$ cat src/hw/dtsc_pkg.sv
// package for the diagnostic test-source configuration bank
// assumes a 16-bit register port with 8-bit word addresses
package dtsc_pkg;
    localparam int unsigned DTSC_AW = 8;
    localparam int unsigned DTSC_DW = 16;
    localparam int unsigned DTSC_NCELL = 15;
    localparam int unsigned DTSC_NAUX = 6;

    // ----------------------------------------
    // register offsets
    // ----------------------------------------
    localparam logic [7:0] DTSC_CELL_TSC_OFF = 8'h6c;
    localparam logic [7:0] DTSC_AUX_TSC_OFF = 8'h6d;
    localparam logic [7:0] DTSC_GEN_DIAG_OFF = 8'h6e;

    // ----------------------------------------
    // field positions, masks and resets
    // ----------------------------------------
    localparam int unsigned DTSC_OPEN_SEL_BIT = 15;
    localparam int unsigned DTSC_AUX_MODE_LSB = 13;
    localparam logic [15:0] DTSC_CELL_TSC_MASK = 16'hffff;
    localparam logic [15:0] DTSC_AUX_TSC_MASK = 16'h003f;
    localparam logic [15:0] DTSC_GEN_DIAG_MASK = 16'he000;
    localparam logic [15:0] DTSC_CELL_TSC_RST = 16'h0000;
    localparam logic [15:0] DTSC_AUX_TSC_RST = 16'h0000;
    localparam logic [15:0] DTSC_GEN_DIAG_RST = 16'h0000;

    // ----------------------------------------
    // aux diagnostic mode codes
    // ----------------------------------------
    localparam logic [2:0] DTSC_AUX_DISCHARGE = 3'h2;
    localparam logic [2:0] DTSC_AUX_THERM_GND = 3'h3;

    typedef enum logic [3:0] {
        DTSC_AUX_NORMAL_M = 4'h1,
        DTSC_AUX_DISCH_M = 4'h2,
        DTSC_AUX_GND_M = 4'h4,
        DTSC_AUX_RSVD_M = 4'h8
    } dtsc_aux_mode_t;

    typedef struct packed {
        logic [7:0] addr;
        logic [15:0] wdata;
        logic wr;
        logic rd;
    } dtsc_req_t;

    typedef struct packed {
        logic open_wire_mode;
        logic [14:0] cell_src_en;
        logic [5:0] aux_src_en;
        logic [2:0] aux_mode;
    } dtsc_cfg_t;
endpackage

$ cat src/hw/dtsc_top.sv
// diagnostic test-source configuration bank with its decoded controls
// assumes same-clock register master; gpio enables come from an outside domain,
// channel enables come from other register logic on ref_clk
`timescale 1ns/1ps
`default_nettype none
module dtsc_top #(
    parameter int unsigned NCELL = 15,
    parameter int unsigned NAUX = 6
) (
    input wire logic ref_clk,
    input wire logic rst,
    input wire logic [dtsc_pkg::DTSC_AW-1:0] reg_addr,
    input wire logic [dtsc_pkg::DTSC_DW-1:0] reg_wdata,
    input wire logic reg_wr,
    input wire logic reg_rd,
    output logic [dtsc_pkg::DTSC_DW-1:0] reg_rdata,
    input wire logic [NCELL-1:0] cell_channel_enable,
    input wire logic [NCELL-1:0] cell_polarity,
    input wire logic [NAUX-1:0] pin_general_io_enable,
    output logic [NCELL-1:0] cell_current_source_on,
    output logic [NAUX-1:0] aux_current_source_on,
    output logic [NCELL-1:0] cell_measure_select,
    output logic adc_sequence_enable,
    output logic open_wire_threshold_select,
    output logic low_side_comp_only,
    output logic [NAUX-1:0] aux_discharge_on,
    output logic [NAUX-1:0] thermistor_bias_ground,
    output logic aux_mode_reserved,
    output dtsc_pkg::dtsc_cfg_t cfg
);
    import dtsc_pkg::*;

    // ----------------------------------------
    // register decode and storage
    // ----------------------------------------
    dtsc_req_t req;
    logic [15:0] cell_tsc_q;
    logic [15:0] aux_tsc_q;
    logic [15:0] gen_diag_q;
    logic we_cell;
    logic we_aux;
    logic we_gen;

    assign req = '{addr: reg_addr, wdata: reg_wdata, wr: reg_wr, rd: reg_rd};
    assign we_cell = req.wr && (req.addr == DTSC_CELL_TSC_OFF);
    assign we_aux = req.wr && (req.addr == DTSC_AUX_TSC_OFF);
    assign we_gen = req.wr && (req.addr == DTSC_GEN_DIAG_OFF);

    // masks drop writes to unused bits
    dtsc_reg16 #(.MASK(DTSC_CELL_TSC_MASK), .RST_VAL(DTSC_CELL_TSC_RST)) u_cell_tsc (
        .ref_clk(ref_clk),
        .rst(rst),
        .we(we_cell),
        .wdata(req.wdata),
        .q(cell_tsc_q)
    );

    dtsc_reg16 #(.MASK(DTSC_AUX_TSC_MASK), .RST_VAL(DTSC_AUX_TSC_RST)) u_aux_tsc (
        .ref_clk(ref_clk),
        .rst(rst),
        .we(we_aux),
        .wdata(req.wdata),
        .q(aux_tsc_q)
    );

    dtsc_reg16 #(.MASK(DTSC_GEN_DIAG_MASK), .RST_VAL(DTSC_GEN_DIAG_RST)) u_gen_diag (
        .ref_clk(ref_clk),
        .rst(rst),
        .we(we_gen),
        .wdata(req.wdata),
        .q(gen_diag_q)
    );

    // ----------------------------------------
    // read port, data one cycle after strobe
    // ----------------------------------------
    logic [15:0] rdata_reg;
    logic [15:0] rdata_next;

    always_comb begin
        rdata_next = 16'h0000;
        if (req.rd) begin
            unique case (req.addr)
                DTSC_CELL_TSC_OFF: begin
                    rdata_next = cell_tsc_q;
                end
                DTSC_AUX_TSC_OFF: begin
                    rdata_next = aux_tsc_q;
                end
                DTSC_GEN_DIAG_OFF: begin
                    rdata_next = gen_diag_q;
                end
                default: begin
                    rdata_next = 16'h0000;
                end
            endcase
        end
    end

    always_ff @(posedge ref_clk or posedge rst) begin
        if (rst) begin
            rdata_reg <= 16'h0000;
        end else begin
            rdata_reg <= rdata_next;
        end
    end

    assign reg_rdata = rdata_reg;

    // ----------------------------------------
    // synchronise pin enables from outside domain
    // ----------------------------------------
    logic [NAUX-1:0] gpio_s1_reg;
    logic [NAUX-1:0] gpio_s2_reg;
    logic [NAUX-1:0] gpio_s3_reg;
    logic [NAUX-1:0] gpio_reg;
    logic [NAUX-1:0] gpio_next;

    always_comb begin
        gpio_next = gpio_reg;
        for (int i = 0; i < NAUX; i++) begin
            if (gpio_s2_reg[i] == gpio_s3_reg[i]) begin
                gpio_next[i] = gpio_s3_reg[i];
            end
        end
    end

    always_ff @(posedge ref_clk or posedge rst) begin
        if (rst) begin
            gpio_s1_reg <= '0;
            gpio_s2_reg <= '0;
            gpio_s3_reg <= '0;
            gpio_reg <= '0;
        end else begin
            gpio_s1_reg <= pin_general_io_enable;
            gpio_s2_reg <= gpio_s1_reg;
            gpio_s3_reg <= gpio_s2_reg;
            gpio_reg <= gpio_next;
        end
    end

    // ----------------------------------------
    // decoded diagnostic controls
    // ----------------------------------------
    dtsc_aux_mode_t aux_mode;
    logic open_mode;
    logic [NCELL-1:0] cell_src_next;
    logic [NAUX-1:0] aux_src_next;
    logic [NCELL-1:0] meas_next;
    logic [NAUX-1:0] disch_next;
    logic [NAUX-1:0] gnd_next;
    logic adc_next;
    logic opn_next;
    logic lso_next;
    logic rsvd_next;

    assign open_mode = cell_tsc_q[DTSC_OPEN_SEL_BIT];

    always_comb begin
        unique casez (gen_diag_q[DTSC_AUX_MODE_LSB +: 3])
            3'b00?: aux_mode = DTSC_AUX_NORMAL_M;
            DTSC_AUX_DISCHARGE: aux_mode = DTSC_AUX_DISCH_M;
            DTSC_AUX_THERM_GND: aux_mode = DTSC_AUX_GND_M;
            default: aux_mode = DTSC_AUX_RSVD_M;
        endcase
    end

    always_comb begin
        cell_src_next = cell_tsc_q[NCELL-1:0];
        aux_src_next = aux_tsc_q[NAUX-1:0] & ~gpio_reg;
        if (open_mode) begin
            meas_next = cell_channel_enable & ~cell_polarity;
        end else begin
            meas_next = cell_channel_enable;
        end
        adc_next = !open_mode;
        opn_next = open_mode;
        lso_next = open_mode;
        disch_next = '0;
        gnd_next = '0;
        rsvd_next = 1'b0;
        unique case (aux_mode)
            DTSC_AUX_NORMAL_M: begin
                disch_next = '0;
            end
            DTSC_AUX_DISCH_M: begin
                disch_next = ~gpio_reg;
            end
            DTSC_AUX_GND_M: begin
                gnd_next = ~gpio_reg;
            end
            DTSC_AUX_RSVD_M: begin
                rsvd_next = 1'b1;
            end
        endcase
    end

    logic [NCELL-1:0] cell_src_reg;
    logic [NAUX-1:0] aux_src_reg;
    logic [NCELL-1:0] meas_reg;
    logic [NAUX-1:0] disch_reg;
    logic [NAUX-1:0] gnd_reg;
    logic adc_reg;
    logic opn_reg;
    logic lso_reg;
    logic rsvd_reg;

    always_ff @(posedge ref_clk or posedge rst) begin
        if (rst) begin
            cell_src_reg <= '0;
            aux_src_reg <= '0;
            meas_reg <= '0;
            disch_reg <= '0;
            gnd_reg <= '0;
            adc_reg <= 1'b1;
            opn_reg <= 1'b0;
            lso_reg <= 1'b0;
            rsvd_reg <= 1'b0;
        end else begin
            cell_src_reg <= cell_src_next;
            aux_src_reg <= aux_src_next;
            meas_reg <= meas_next;
            disch_reg <= disch_next;
            gnd_reg <= gnd_next;
            adc_reg <= adc_next;
            opn_reg <= opn_next;
            lso_reg <= lso_next;
            rsvd_reg <= rsvd_next;
        end
    end

    assign cell_current_source_on = cell_src_reg;
    assign aux_current_source_on = aux_src_reg;
    assign cell_measure_select = meas_reg;
    assign adc_sequence_enable = adc_reg;
    assign open_wire_threshold_select = opn_reg;
    assign low_side_comp_only = lso_reg;
    assign aux_discharge_on = disch_reg;
    assign thermistor_bias_ground = gnd_reg;
    assign aux_mode_reserved = rsvd_reg;

    assign cfg.open_wire_mode = open_mode;
    assign cfg.cell_src_en = cell_tsc_q[14:0];
    assign cfg.aux_src_en = aux_tsc_q[5:0];
    assign cfg.aux_mode = gen_diag_q[DTSC_AUX_MODE_LSB +: 3];
endmodule
`default_nettype wire

$ cat src/hw/dtsc_reg16.sv
// one masked 16-bit configuration register
// assumes write strobe is a single-cycle pulse on ref_clk
`timescale 1ns/1ps
`default_nettype none
module dtsc_reg16 #(
    parameter logic [15:0] MASK = 16'hffff,
    parameter logic [15:0] RST_VAL = 16'h0000
) (
    input wire logic ref_clk,
    input wire logic rst,
    input wire logic we,
    input wire logic [15:0] wdata,
    output logic [15:0] q
);
    logic [15:0] q_reg;
    logic [15:0] q_next;

    always_comb begin
        q_next = q_reg;
        if (we) begin
            q_next = wdata & MASK;
        end
    end

    always_ff @(posedge ref_clk or posedge rst) begin
        if (rst) begin
            q_reg <= RST_VAL;
        end else begin
            q_reg <= q_next;
        end
    end

    assign q = q_reg;
endmodule
`default_nettype wire

$ cat config.mk
export PLATFORM = sky130hd
export DESIGN_NAME = dtsc_top
export DESIGN_NICKNAME = d
export VERILOG_FILES = /design/src/hw/dtsc_pkg.sv /design/src/hw/dtsc_top.sv /design/src/hw/dtsc_reg16.sv
export SDC_FILE = /design/constraint.sdc
export NUM_CORES = 1
export LEC_CHECK = 0
export ABC_CLOCK_PERIOD_IN_PS = 4250
export BUFFER_PORTS_ARGS = -buffer_cell sky130_fd_sc_hd__buf_4
export CAP_MARGIN = 20
export CORE_ASPECT_RATIO = 0.7
export CORE_UTILIZATION = 28
export CTS_CLUSTER_DIAMETER = 100
export CTS_CLUSTER_SIZE = 40
export DETAILED_ROUTE_END_ITERATION = 12
export PLACE_DENSITY = 0.47
export SYNTH_ARGS = -nofsm -noshare
export SYNTH_HDL_FRONTEND = slang
export SYNTH_HIERARCHICAL = 1
export SYNTH_SLANG_ARGS = --single-unit
$ cat constraint.sdc
create_clock -name ref_clk -period 4.25 [get_ports ref_clk]
set_input_delay 1.0625 -clock ref_clk [delete_from_list [all_inputs] [get_ports ref_clk]]
set_output_delay 1.0625 -clock ref_clk [all_outputs]
set_load 0.03 [all_outputs]
==> summary.txt <==
Clocking
  – Setup repair bufs after CTS: 0
  – Inserted Clock Buffers: 17
  – Post-CTS sizing: 0
  – Post-CTS Hold Buffers: 0
  – Clock Latency Late Sink: 400 ps
  – H-tree levels: 4
  – CTS root buffer: clkbuf_16
  – CTS max path bufs: 2
  – Clk slew on worst S/H paths: around 50 ps
  – Clk sink count: around 120
  – CTS tree: done

GRT
  – Antenna violations before repair: 0
  – Most used routing layer: met2
  – M1 GR Usage: approximately 18%
  – Vias in the first global route: roughly 2800
  – Total grt overflow: 0
  – M3 GR Usage: roughly 4.4%
  – First-pass GRT wire length: about 15 mm
  – Gr usage total: 13.2%
  – Largest net degree at the start of global routing: between 70 and 80
  – Met2 Resource Use GR: 19.0%

Layout
  – Design area: approximately 0.0062 mm^2
  – Final-stage net count: just over 500
  – Antenna cells: 0
  – Syn-to-layout area delta: 43.0%
  – Share of cells above drive strength 1: between 40% and 50%

Yosys
  – Dominant cell type by area after synthesis: dfrtp_1
  – Synth area leaders: dfrtp_1, mux2_4, buf_4, mux2i_1, a21boi_0
  – Yosys reg bits: 116
  – Synth Cell Area: ~0.0043 mm^2
  – Post-synthesis sequential area ratio: ~67%
  – Unique masters post-synth: 31
  – Top cell type's share of synthesized area: between 60% and 70%
  – Yosys Warn Count: 6
  – Synth Flop Type: dfrtp_1
  – Post-synthesis cell count: 294
  – FFs w/ async S/R, synth: between 90% and 100%
  – Number of synthesized flops with an enable pin: 0
  – Syn Area/Cell: between 10 and 15 um^2

Timing
  – Final setup viols: 0
  – Final hold vios: 0
  – FMAX: 0.401 GHz
  – RSZ-0062 raised after global routing: false
  – Period minus WS final: about 2500 ps
  – Hold_ws: roughly 350 ps
  – Setup Skew: ~9.4 ps
  – Relative slew slack: 38.5%
  – Period Utilization, post-route: between 50 and 60%
  – Least-Margin Pin Slew: 923 ps
  – Setup TNS: 0 ps
  – Pins Over Slew Limit: 0

Floorplan
  – Area of the core: 0.0149 mm^2
  – Die W: between 150 and 200 um
  – Initial Util: 29.1%
  – IO Count: 157
  – DIE AREA: ~0.016 mm^2
  – Die Y-Extent: between 100 and 150 um
  – Rows: 37

Routing
  – Number of detailed-route iterations in the first pass: 4
  – DRC violations left: 0
  – Initial DRC count: 90
  – Via count: between 2000 and 3000
  – Detail Route Antenna Nets: 0
  – Drt wl/cell: 15.2 um
  – Total wire length: 10.1 mm
  – Vias/cell: about 4.0

Critical path
  – CP delay by family, top: flip-flops
  – Kind of end point of the critical path: primary output
  – Slowest stage delay, CP: 760 ps
  – Critical Path RT: approximately 3200 ps
  – Crit Path Class: reg -> out
  – Critical Path Start: u_cell_tsc/q[15]
  – Max FO, Critical Path: 20
  – Arrival @ worst endpoint: 1430 ps
  – Crit-path slowest cell: dfrtp_1
  – Startpoint Class: register
  – R2R setup slack: a little under 3000 ps
  – R2r startpoint: u_cell_tsc/q[15]
  – Cell breakdown of the critical path: buf_4
  – Buf+Inv Stages, Crit Path: 1

Placement
  – Placed wire-length estimate: 6.82 mm
  – Area of placed instances: approximately 0.0056 mm^2
  – Gpl congestion: between 0.6 and 0.7
  – Port Buffers: between 150 and 200

Power and ir drop
  – VDD IR-drop max: roughly 0.23 mV
  – Total power: 0.00293 W
  – PwrDens: 472 mW/mm^2
  – Leak: around 3.1 nW

Job
  – Max cap viols: 0

Min path
  – Hold crit path type: reg -> reg
  – Hold_sp: gpio_s1_reg[4]

Status
  – Outcome: completed
[cells by family after synthesis]
logic type / count (synthesis) / synth area share (%)
DFF: 116 / 67.0
and+or+nand+nor: 56 / 7.27
buffers and inverters: 42 / 7.24
muxes: 41 / 11.6
AOI/OAI and AO/OA: 31 / 5.40
adders and majority gates: 6 / 1.38
other: 2 / 0.173
[synth_stat cells, types with 6 or more instances]
library cell,instances
nor2_1,12
mux2_2,9
dfrtp_1,115
buf_4,27
or2_0,8
mux2i_1,16
a21boi_0,15
mux2_4,16
nor2b_1,8
a21oi_2,6
maj3_1,6
nand2_1,11
[cell type report]
type | count | area (um^2)
multi-input combinational | 157 | 1210
inverter | 5 | 21.3
clock inverter | 9 | 153
sequential | 116 | 2900
tap | 195 | 244
fill | 1420 | 8710
timing repair buffer | 158 | 1200
clock buffer | 21 | 470
[cells in the final DEF, fill, tap and decap left out, types with 2 or more instances in the layout]
cell type | Yosys | routed
clkinvlp_4 | 0 | 3
a2bb2oi_1 | 5 | 5
mux2_4 | 16 | 16
a21oi_2 | 6 | 6
maj3_1 | 6 | 6
nor2_2 | 5 | 5
clkinv_2 | 0 | 2
or2_0 | 8 | 8
clkbuf_8 | 0 | 3
mux2_2 | 9 | 9
conb_1 | 2 | 23
nor2_1 | 12 | 12
or2_1 | 3 | 3
buf_4 | 27 | 157
bufinv_16 | 0 | 4
inv_1 | 5 | 4
nand2_1 | 11 | 11
dfrtp_1 | 115 | 115
a21boi_0 | 15 | 15
a21oi_1 | 5 | 5
clkbuf_16 | 0 | 17
mux2i_1 | 16 | 16
nor2b_1 | 8 | 7
[metrics by stage]
stage	cells	worst slack (ps)	utilization (%)
after floorplan	315	826	-
after global placement	631	1410	37.4
after detailed placement	631	1310	37.4
after CTS	661	1680	41.6
after global routing	661	1640	41.6
final	661	1760	41.6
[per-layer routing]
layer | wire length [um] | vias to the layer above
li1 | - | 1255
met1 | 4740 | 1287
met2 | 4410 | 111
met3 | 790 | 12
met4 | 114 | 0
met5 | 0 | -
[worst reg2reg max path, stage by stage (launching register included)]
cell	delay [ps]
dfrtp_1	760
mux2i_1	130
or2_1	240
a21oi_2	110
[worst paths after layout]
check,cells past startpoint,end
worst max-delay path,1,cfg[24]
worst min-delay path,0,gpio_s2_reg[4]
worst max register to register,3,reg_rdata[15]
worst min register to register,0,gpio_s2_reg[4]
max in group asynchronous,3,aux_discharge_on[5]
min in group asynchronous,2,u_gen_diag/q[13]
[power by group]
group          total (W)  internal, W  switching, W
logic           0.000247     0.000110      0.000137
clock network    0.00150      0.00102      0.000482
registers        0.00118      0.00115     0.0000315
Power figures use the tool's default switching activity.
